$ cat config.mk
export PLATFORM = sky130hd
export DESIGN_NAME = pmu_power_manager
export DESIGN_NICKNAME = d
export VERILOG_FILES = /design/src/verilog/pmu_pkg.sv /design/src/verilog/pmu_power_manager.sv
export SDC_FILE = /design/constraint.sdc
export NUM_CORES = 1
export LEC_CHECK = 0
export ABC_CLOCK_PERIOD_IN_PS = 5300
export BUFFER_PORTS_ARGS = -buffer_cell sky130_fd_sc_hd__buf_2
export CORE_MARGIN = 3
export CORE_UTILIZATION = 35
export CTS_CLUSTER_SIZE = 14
export DETAILED_ROUTE_END_ITERATION = 6
export PLACE_DENSITY_LB_ADDON = 0.15
export REMOVE_ABC_BUFFERS = 1
export SETUP_SLACK_MARGIN = 0.5
export SYNTH_ARGS = -nofsm -noshare
export SYNTH_HDL_FRONTEND = slang
export SYNTH_SLANG_ARGS = --single-unit
$ cat constraint.sdc
create_clock -name clk -period 5.3 [get_ports clk]
set_input_delay 1.06 -clock clk [delete_from_list [all_inputs] [get_ports clk]]
set_output_delay 1.06 -clock clk [all_outputs]
set_load 0.05 [all_outputs]
$ cat src/verilog/pmu_pkg.sv
// package for the power manager: states, timer defaults and carrier structs
package pmu_pkg;

  // ------------------------------------------------------------
  // power states
  // ------------------------------------------------------------
  typedef enum logic [1:0] {
    PMU_ON      = 2'b00,
    PMU_DOZE    = 2'b01,
    PMU_STANDBY = 2'b10,
    PMU_SUSPEND = 2'b11
  } pmu_state_t;

  // ------------------------------------------------------------
  // suspend handshake
  // ------------------------------------------------------------
  typedef enum logic [1:0] {
    PMU_SH_RUN   = 2'b00,
    PMU_SH_DRAIN = 2'b01,
    PMU_SH_HALT  = 2'b10,
    PMU_SH_WAKE  = 2'b11
  } pmu_sh_t;

  // ------------------------------------------------------------
  // widths and reset values
  // ------------------------------------------------------------
  localparam int          PMU_TW          = 16;
  localparam int          PMU_PLANES      = 4;
  localparam logic [15:0] PMU_DOZE_RST    = 16'h0100;
  localparam logic [15:0] PMU_STBY_RST    = 16'h1000;
  localparam logic [15:0] PMU_SUSPEND_THROTTLE_OUT_RST    = 16'hF000;
  localparam logic [15:0] PMU_HK_RST      = 16'h0040;
  localparam logic [15:0] PMU_PERIPH_RST  = 16'h2000;
  localparam logic [3:0]  PMU_THR_RST     = 4'hF;
  localparam logic [3:0]  PMU_PLANES_RST  = 4'hF;

  // ------------------------------------------------------------
  // carriers
  // ------------------------------------------------------------
  typedef struct packed {
    logic [15:0] doze;
    logic [15:0] standby;
    logic [15:0] suspend;
    logic [15:0] housekeep;
    logic [15:0] periph;
  } pmu_reload_t;

  typedef struct packed {
    logic system;
    logic housekeep;
    logic periph;
  } pmu_activity_t;

  typedef struct packed {
    logic doze;
    logic standby;
    logic suspend;
    logic periph;
    logic wake;
  } pmu_cause_t;

endpackage : pmu_pkg

$ cat src/verilog/pmu_power_manager.sv
// power manager: inactivity timers, power states, throttle and suspend control
`timescale 1ns/1ns

// Notes on behaviour
// - three idle timers: doze short, standby medium, suspend long
// - idle timer expiry can raise a management interrupt
// - activity while powered down can raise a management interrupt
// - states on, doze, standby, suspend with falling power
// - house-keeping bursts run own timer, no full wake in doze or standby
// - separate peripheral timer reports peripheral idle period
// - throttle output modulated in every state, including full power
// - plane enable outputs switch board power planes under software control
// - suspend waits for the core to drain work before halting
// - clocks stay stopped during suspend; state retained
// - leaving suspend the core resumes where it stopped
module pmu_power_manager
  import pmu_pkg::*;
#(
  parameter int TW     = PMU_TW,
  parameter int PLANES = PMU_PLANES
) (
  input  wire logic              clk,
  input  wire logic              rst,
  input  wire logic              ce,
  input  wire pmu_activity_t     activity,
  input  wire pmu_reload_t       reload,
  input  wire logic [3:0]        throttle_duty,
  input  wire logic [PLANES-1:0] plane_enable_sw,
  input  wire logic              state_write,
  input  wire pmu_state_t        state_value,
  input  wire logic              irq_enable_idle,
  input  wire logic              irq_enable_wake,
  input  wire logic              irq_ack,
  input  wire logic              core_idle,
  output logic                   sys_mgmt_interrupt,
  output pmu_cause_t             irq_cause,
  output pmu_state_t             power_state,
  output logic                   suspend_throttle_out,
  output logic                   clock_stop,
  output logic                   core_resume,
  output logic [PLANES-1:0]      plane_enable
);

  // ------------------------------------------------------------
  // timers
  // ------------------------------------------------------------
  function automatic logic [TW-1:0] tick(input logic [TW-1:0] cnt);
    tick = (cnt == '0) ? cnt : cnt - 1'b1;
  endfunction : tick

  function automatic logic at_one(input logic [TW-1:0] cnt);
    at_one = (cnt == TW'(1));
  endfunction : at_one

  logic [TW-1:0] doze_reg, stby_reg, suspend_throttle_out_reg, hk_reg, per_reg;
  logic [TW-1:0] doze_next, stby_next, suspend_throttle_out_next, hk_next, per_next;
  logic          hk_busy;
  logic          sys_act;
  logic          wake_evt;

  assign hk_busy  = (hk_reg != '0);
  // house-keeping in doze or standby holds the timers but is not a wake
  assign sys_act  = activity.system;
  assign wake_evt = activity.system && (power_state != PMU_ON);

  // activity reloads, house-keeping holds the system timers, otherwise count down
  assign doze_next = sys_act ? reload.doze : (hk_busy ? doze_reg : tick(doze_reg));
  assign stby_next = sys_act ? reload.standby : (hk_busy ? stby_reg : tick(stby_reg));
  assign suspend_throttle_out_next = sys_act ? reload.suspend : (hk_busy ? suspend_throttle_out_reg : tick(suspend_throttle_out_reg));
  assign hk_next   = activity.housekeep ? reload.housekeep : tick(hk_reg);
  assign per_next  = activity.periph ? reload.periph : tick(per_reg);

  always_ff @(posedge clk) begin
    if (rst) begin
      doze_reg <= PMU_DOZE_RST;
      stby_reg <= PMU_STBY_RST;
      suspend_throttle_out_reg <= PMU_SUSPEND_THROTTLE_OUT_RST;
      hk_reg   <= '0;
      per_reg  <= PMU_PERIPH_RST;
    end else if (ce) begin
      doze_reg <= doze_next;
      stby_reg <= stby_next;
      suspend_throttle_out_reg <= suspend_throttle_out_next;
      hk_reg   <= hk_next;
      per_reg  <= per_next;
    end
  end

  // expiry pulses on the count reaching zero from one
  logic doze_exp, stby_exp, suspend_throttle_out_exp, per_exp;
  assign doze_exp = ce && !sys_act && !hk_busy && at_one(doze_reg);
  assign stby_exp = ce && !sys_act && !hk_busy && at_one(stby_reg);
  assign suspend_throttle_out_exp = ce && !sys_act && !hk_busy && at_one(suspend_throttle_out_reg);
  assign per_exp  = ce && !activity.periph && at_one(per_reg);

  // ------------------------------------------------------------
  // interrupt causes: set wins over acknowledge
  // ------------------------------------------------------------
  pmu_cause_t set_c, cause_next;
  assign set_c.doze    = doze_exp && irq_enable_idle;
  assign set_c.standby = stby_exp && irq_enable_idle;
  assign set_c.suspend = suspend_throttle_out_exp && irq_enable_idle;
  assign set_c.periph  = per_exp && irq_enable_idle;
  assign set_c.wake    = ce && wake_evt && irq_enable_wake;
  // one acknowledge clears every cause, so software reads irq_cause first
  assign cause_next    = (irq_ack ? '0 : irq_cause) | set_c;

  always_ff @(posedge clk) begin
    if (rst) begin
      irq_cause          <= '0;
      sys_mgmt_interrupt <= 1'b0;
    end else if (ce) begin
      irq_cause          <= cause_next;
      sys_mgmt_interrupt <= |cause_next;
    end
  end

  // ------------------------------------------------------------
  // power state, driven by management software
  // ------------------------------------------------------------
  pmu_sh_t sh_reg, sh_next;

  always_ff @(posedge clk) begin
    if (rst) begin
      power_state <= PMU_ON;
    end else if (ce && state_write) begin
      power_state <= state_value;
    end
  end

  // ------------------------------------------------------------
  // suspend handshake with the core
  // ------------------------------------------------------------
  always_comb begin
    sh_next = sh_reg;
    case (sh_reg)
      PMU_SH_RUN:   if (power_state == PMU_SUSPEND) sh_next = PMU_SH_DRAIN;
      PMU_SH_DRAIN: begin
        // a suspend cancelled before the core drained must not stop clocks later
        if (power_state != PMU_SUSPEND) sh_next = PMU_SH_RUN;
        else if (core_idle) sh_next = PMU_SH_HALT;
      end
      PMU_SH_HALT:  if (power_state != PMU_SUSPEND) sh_next = PMU_SH_WAKE;
      PMU_SH_WAKE:  sh_next = PMU_SH_RUN;
      default:      sh_next = PMU_SH_RUN;
    endcase
  end

  always_ff @(posedge clk) begin
    if (rst) begin
      sh_reg      <= PMU_SH_RUN;
      clock_stop  <= 1'b0;
      core_resume <= 1'b0;
    end else if (ce) begin
      sh_reg      <= sh_next;
      clock_stop  <= (sh_next == PMU_SH_HALT);
      core_resume <= (sh_next == PMU_SH_WAKE);
    end
  end

  // ------------------------------------------------------------
  // throttle modulation and power planes
  // ------------------------------------------------------------
  logic [3:0] phase_reg;
  logic       thr_next;
  // duty counts active-high run slots of 16; 4'hF means never throttled
  // the phase runs free, so a new duty may take effect in mid-period
  assign thr_next = (throttle_duty == PMU_THR_RST) || (phase_reg < throttle_duty);

  always_ff @(posedge clk) begin
    if (rst) begin
      phase_reg            <= 4'h0;
      suspend_throttle_out <= 1'b1;
      plane_enable         <= PLANES'(PMU_PLANES_RST);
    end else if (ce) begin
      phase_reg            <= phase_reg + 4'h1;
      suspend_throttle_out <= thr_next;
      plane_enable         <= plane_enable_sw;
    end
  end

  // ------------------------------------------------------------
  // checks
  // ------------------------------------------------------------
  a_irq_doze: assert property (@(posedge clk) disable iff (rst)
    doze_exp && irq_enable_idle |=> sys_mgmt_interrupt && irq_cause.doze)
    else $error("doze expiry did not raise interrupt");

  a_irq_wake: assert property (@(posedge clk) disable iff (rst)
    ce && activity.system && power_state != PMU_ON && irq_enable_wake |=> irq_cause.wake)
    else $error("wake activity lost");

  a_timer_reload: assert property (@(posedge clk) disable iff (rst)
    ce && activity.system |=> doze_reg == $past(reload.doze))
    else $error("doze timer did not reload");

  a_hk_hold: assert property (@(posedge clk) disable iff (rst)
    ce && hk_busy && !sys_act |=> doze_reg == $past(doze_reg))
    else $error("housekeeping did not hold timer");

  a_per_reload: assert property (@(posedge clk) disable iff (rst)
    ce && activity.periph |=> per_reg == $past(reload.periph))
    else $error("peripheral timer did not reload");

  a_drain_first: assert property (@(posedge clk) disable iff (rst)
    sh_reg == PMU_SH_DRAIN && !core_idle |=> !clock_stop)
    else $error("clock stopped before core drained");

  a_stop_hold: assert property (@(posedge clk) disable iff (rst)
    ce && clock_stop && power_state == PMU_SUSPEND |=> clock_stop)
    else $error("clock restarted during suspend");

  a_resume_pulse: assert property (@(posedge clk) disable iff (rst)
    ce && core_resume |=> !core_resume && !clock_stop)
    else $error("resume pulse malformed");

  a_throttle_full: assert property (@(posedge clk) disable iff (rst)
    ce && throttle_duty == 4'h0 ##1 ce |-> !suspend_throttle_out)
    else $error("throttle not applied");

  a_plane_follow: assert property (@(posedge clk) disable iff (rst)
    ce |=> plane_enable == $past(plane_enable_sw))
    else $error("planes did not follow control");

  a_state_write: assert property (@(posedge clk) disable iff (rst)
    ce && state_write |=> power_state == $past(state_value))
    else $error("state write lost");

  a_irq_standby: assert property (@(posedge clk) disable iff (rst)
    stby_exp && irq_enable_idle |=> sys_mgmt_interrupt && irq_cause.standby)
    else $error("standby expiry did not raise interrupt");

  a_irq_suspend: assert property (@(posedge clk) disable iff (rst)
    suspend_throttle_out_exp && irq_enable_idle |=> sys_mgmt_interrupt && irq_cause.suspend)
    else $error("suspend expiry did not raise interrupt");

  a_irq_periph: assert property (@(posedge clk) disable iff (rst)
    per_exp && irq_enable_idle |=> sys_mgmt_interrupt && irq_cause.periph)
    else $error("peripheral expiry did not raise interrupt");

  a_idle_gated: assert property (@(posedge clk) disable iff (rst)
    ce && irq_ack && !irq_enable_idle |=> irq_cause[4:1] == 4'h0)
    else $error("idle cause set while disabled");

  a_ack_clear: assert property (@(posedge clk) disable iff (rst)
    ce && irq_ack && !irq_enable_idle && !irq_enable_wake |=> !sys_mgmt_interrupt)
    else $error("acknowledge did not clear interrupt");

  a_irq_level: assert property (@(posedge clk) disable iff (rst)
    sys_mgmt_interrupt == (|irq_cause))
    else $error("interrupt does not match causes");

  a_wake_only_down: assert property (@(posedge clk) disable iff (rst)
    ce && power_state == PMU_ON && !irq_cause.wake |=> !irq_cause.wake)
    else $error("wake cause raised at full power");

  a_hk_no_wake: assert property (@(posedge clk) disable iff (rst)
    ce && activity.housekeep && !activity.system && !irq_cause.wake |=> !irq_cause.wake)
    else $error("housekeeping forced a wake");

  a_tmr_stick: assert property (@(posedge clk) disable iff (rst)
    ce && !sys_act && doze_reg == '0 |=> doze_reg == '0)
    else $error("expired timer restarted without activity");

  a_doze_count: assert property (@(posedge clk) disable iff (rst)
    ce && !sys_act && !hk_busy && doze_reg != '0 |=> doze_reg == $past(doze_reg) - 1'b1)
    else $error("doze timer did not count down");

  a_stby_reload: assert property (@(posedge clk) disable iff (rst)
    ce && activity.system |=> stby_reg == $past(reload.standby))
    else $error("standby timer did not reload");

  a_suspend_throttle_out_reload: assert property (@(posedge clk) disable iff (rst)
    ce && activity.system |=> suspend_throttle_out_reg == $past(reload.suspend))
    else $error("suspend timer did not reload");

  a_hk_reload: assert property (@(posedge clk) disable iff (rst)
    ce && activity.housekeep |=> hk_reg == $past(reload.housekeep))
    else $error("housekeeping timer did not reload");

  a_per_count: assert property (@(posedge clk) disable iff (rst)
    ce && !activity.periph && per_reg != '0 |=> per_reg == $past(per_reg) - 1'b1)
    else $error("peripheral timer did not count down");

  a_throttle_free: assert property (@(posedge clk) disable iff (rst)
    ce && throttle_duty == PMU_THR_RST |=> suspend_throttle_out)
    else $error("throttle applied at full duty");

  a_halt_entry: assert property (@(posedge clk) disable iff (rst)
    ce && sh_reg == PMU_SH_DRAIN && core_idle && power_state == PMU_SUSPEND |=> clock_stop)
    else $error("drained core not halted");

  a_drain_exit: assert property (@(posedge clk) disable iff (rst)
    ce && sh_reg == PMU_SH_DRAIN && power_state != PMU_SUSPEND
    |=> sh_reg == PMU_SH_RUN && !clock_stop)
    else $error("cancelled suspend still draining");

  a_resume_after: assert property (@(posedge clk) disable iff (rst)
    ce && clock_stop && power_state != PMU_SUSPEND |=> core_resume && !clock_stop)
    else $error("core not resumed after suspend");

  a_no_stop_on: assert property (@(posedge clk) disable iff (rst)
    ce && power_state == PMU_ON && sh_reg == PMU_SH_RUN |=> !clock_stop)
    else $error("clock stopped outside suspend");

endmodule : pmu_power_manager

==> impl_metrics.toml <==
[run_status]
outcome = "completed"

[layout]
stdcell_area_sq_mm = 0.00719
final.fill_count = 1880
area_growth_pct = 14.9
diodes = 0
register_area_sq_mm = 0.00202
largest_reg_flops = 17
nNetsFinal = 1026
drive_above_1_share_pct = 19.5
area_used_by_multi_input_combinational_logic_sq_mm = 0.00388

[logic_synthesis]
synth-edff-count = 0
yosys_most_used_dff = "sky130_fd_sc_hd__dfxtp_1"
synth_warn = 0
synth-seq-area-share_pct = 32.3
synth.lib_cells_used.distinct = 66
post_synth_inst_count = 836
asyncSetResetFlopFracSynth_pct = 0
postSynthAreaPerCell_sq_um = 7.48
synth_area_sq_mm = 0.00625
yosys_register_bits = 101

[clock_tree]
postCtsSetupBuffers = 0
cts_stage_hold_buffer_count = 0
cts-htree-levels = 3
post_cts.resized_instances = 0
cts.sink_count = 101
ctsLongestPathBuffers = 2
root_buffer = "sky130_fd_sc_hd__clkbuf_16"
insertion_delay_ns = 0.35
cts.reportedPaths.clkPinSlew_ns = 0.07
cts_buffers = 9
tritoncts = "done"

[critical_path]
path_class = "in2reg"
critical_path_arrival_ns = 3.37
timing.critical_path.required_ns = 5.56
startpoint_type = "input pin"
worst-path-max-fanout = 29
critical_path.endpoint_type = "register"

[placed_design]
placed_cell_area_sq_mm = 0.00689
buffer_ports.inserted = 115
dp_hpwl_um = 11700
gp_congestion = 0.770
detailedPlace.worstSlack_ns = 1.78

[timing]
post-route-period-util_pct = 58.6
slew_headroom_pct = 29.9
report.final.hold_viol_count = 0
slew_violations = 0
fin_setup_tns_ns = 0
finalCriticalPeriod_ns = 3.11
finalSetupViolCount = 0
fmax_mhz = 322
worst_clock_skew_ns = 0.00728
rsz0062_at_grt = "no"
timing_worst_slew_pin_value_ns = 1.04
postLayoutSetupSlackWorst_ns = 2.19

[floorplanning]
fp.dieH_um = 140
num_rows = 48
dieArea_sq_mm = 0.0195
floorplan.io_pins = 116
core_region_area_sq_mm = 0.0174
fp.dieW_um = 140
initial_core_utilization_pct = 35.9

[power]
seqPwrFrac_pct = 40.4
vdd.ir_drop.worst_v = 0.000196
clock_power_share_pct = 31.0
pwrdens_mw_per_mm2 = 308
power.total_mw = 2.21
switching_share_pct = 34.9
total_switching_power_mw = 0.773
power.internal_mw = 1.44
comb_power_share_pct = 28.6
p_leak_nw = 2.82

[global_routing]
antenna_found_initial = 1
globalRouteOverflowTotal = 0
largest_net_degree_at_the_start_of_global_routing = 102
wire_length_of_the_first_global_routing_pass_um = 29100
first_global_vias = 5687
global_route.usage.total_pct = 17.8

[route]
post_drt_wl_per_cell_um = 15.3
route.antenna.remaining_nets = 0
detail_route.wirelength_um = 17400
avgViaCountPerCell = 5.40
drc = 0
drt-initial-drc-count = 329
via_count = 6145
drt_pre_antenna_iters = 5

[job]
drv.max_cap_violation_count = 0

[hold_path]
hold_path_class = "reg2reg"
## placed cells by master (no fill, tap or decap), types with 15 or more instances in the layout
| cell | netlist | final |
|---|---|---|
| sky130_fd_sc_hd__a21oi_1 | 85 | 85 |
| sky130_fd_sc_hd__a22o_1 | 15 | 15 |
| sky130_fd_sc_hd__buf_2 | 9 | 113 |
| sky130_fd_sc_hd__dfxtp_1 | 101 | 101 |
| sky130_fd_sc_hd__ha_1 | 18 | 18 |
| sky130_fd_sc_hd__inv_1 | 22 | 22 |
| sky130_fd_sc_hd__nand2_1 | 124 | 124 |
| sky130_fd_sc_hd__nor2_1 | 82 | 82 |
| sky130_fd_sc_hd__nor3_1 | 23 | 23 |
| sky130_fd_sc_hd__nor4_1 | 15 | 15 |
| sky130_fd_sc_hd__o21ai_0 | 71 | 71 |
## critical path, cell delays in order
cell                       delay [ns]
sky130_fd_sc_hd__buf_2           0.07
sky130_fd_sc_hd__buf_4           0.29
sky130_fd_sc_hd__nor4b_2         0.29
sky130_fd_sc_hd__a41oi_2         0.36
sky130_fd_sc_hd__a31oi_2         0.83
sky130_fd_sc_hd__o21ai_1         0.15
sky130_fd_sc_hd__a221oi_1        0.30
## logic make-up after synthesis
kind of cell	after synthesis	synth area share (%)
AO/OA/AOI/OAI	293	30.2
XOR/XNOR	8	1.12
adder cells (fa/ha/maj)	18	3.60
buffers and inverters	83	5.66
flip-flops	101	32.3
multiplexers	7	1.14
AND/OR/NAND/NOR	326	26.0
## cell type report
cell class / count / share of cell area, %
Multi-Input combinational cell: 652 / 54.0
Clock inverter: 6 / 1.01
Sequential cell: 101 / 28.1
Tap cell: 225 / 3.92
Timing Repair Buffer: 120 / 8.60
Inverter: 23 / 1.20
Clock buffer: 10 / 3.19
## cells in the mapped netlist (all sizes together) (2+ instances only)
| library cell | count | share of area [%] |
|---|---|---|
| nand4 | 8 | 0.80 |
| o22ai | 3 | 0.30 |
| dfxtp | 101 | 32 |
| or3 | 10 | 1.0 |
| a21oi | 92 | 7.8 |
| and2 | 7 | 0.70 |
| o211ai | 3 | 0.36 |
| a31oi | 16 | 1.9 |
| inv | 22 | 1.3 |
| a2bb2oi | 2 | 0.28 |
| a22oi | 2 | 0.24 |
| nor4b | 4 | 0.76 |
| o21ai | 90 | 7.5 |
| xor2 | 4 | 0.56 |
| o21a | 2 | 0.24 |
| a32o | 4 | 0.64 |
| nand2b | 3 | 0.30 |
| o41ai | 11 | 1.5 |
| a211oi | 14 | 1.7 |
| a221oi | 6 | 0.84 |
| and3 | 2 | 0.20 |
| a22o | 15 | 2.1 |
| a31o | 6 | 0.98 |
| mux2i | 6 | 0.96 |
| o31ai | 14 | 1.7 |
| nor2 | 82 | 4.9 |
| a21o | 4 | 0.48 |
| or2 | 2 | 0.20 |
| a221o | 2 | 0.32 |
| buf | 17 | 1.7 |
| clkbuf | 43 | 2.6 |
| nor3b | 3 | 0.36 |
| nand3 | 11 | 0.88 |
| or4 | 13 | 1.6 |
| nand2 | 124 | 7.4 |
| xnor2 | 4 | 0.56 |
| nor3 | 26 | 2.3 |
| nor2b | 5 | 0.50 |
| ha | 18 | 3.6 |
| nor4 | 20 | 3.1 |
| or3b | 3 | 0.42 |
## power groups by stage
stage,registers [mW],logic [mW],clock network [mW]
after floorplan,0.904,0.431,0
final,0.892,0.633,0.686
after CTS,0.891,0.635,0.715
after detailed placement,0.908,0.632,0
after global routing,0.904,0.717,0.743
after global placement,0.910,0.634,0
## metal layers
metal  global-route usage, %  vias up  wire [um]
met5                       0        -         13
met4                    3.42        2        138
met3                    4.23       12        746
met2                    28.3      108       8050
met1                    24.9     2824       8410
li1                        -     3199          -
## path summary, 6_finish.rpt
check	start	to	slack [ns]	depth (start not counted)
max	ce	doze_reg[0]	2.19	7
min	stby_reg[10]	stby_reg[10]	0.46	2
max reg2reg	hk_reg[0]	doze_reg[0]	2.52	7
min reg2reg	stby_reg[10]	stby_reg[10]	0.46	2
## through the flow
step	hold WS [ns]	utilization (%)	cells
floorplan	0.435	-	776
global placement	0.456	39.5	1121
detailed placement	0.457	39.5	1121
CTS	0.470	41.3	1137
global route	0.498	41.3	1137
finish	0.462	41.3	1137
Power figures use the tool's default switching activity.
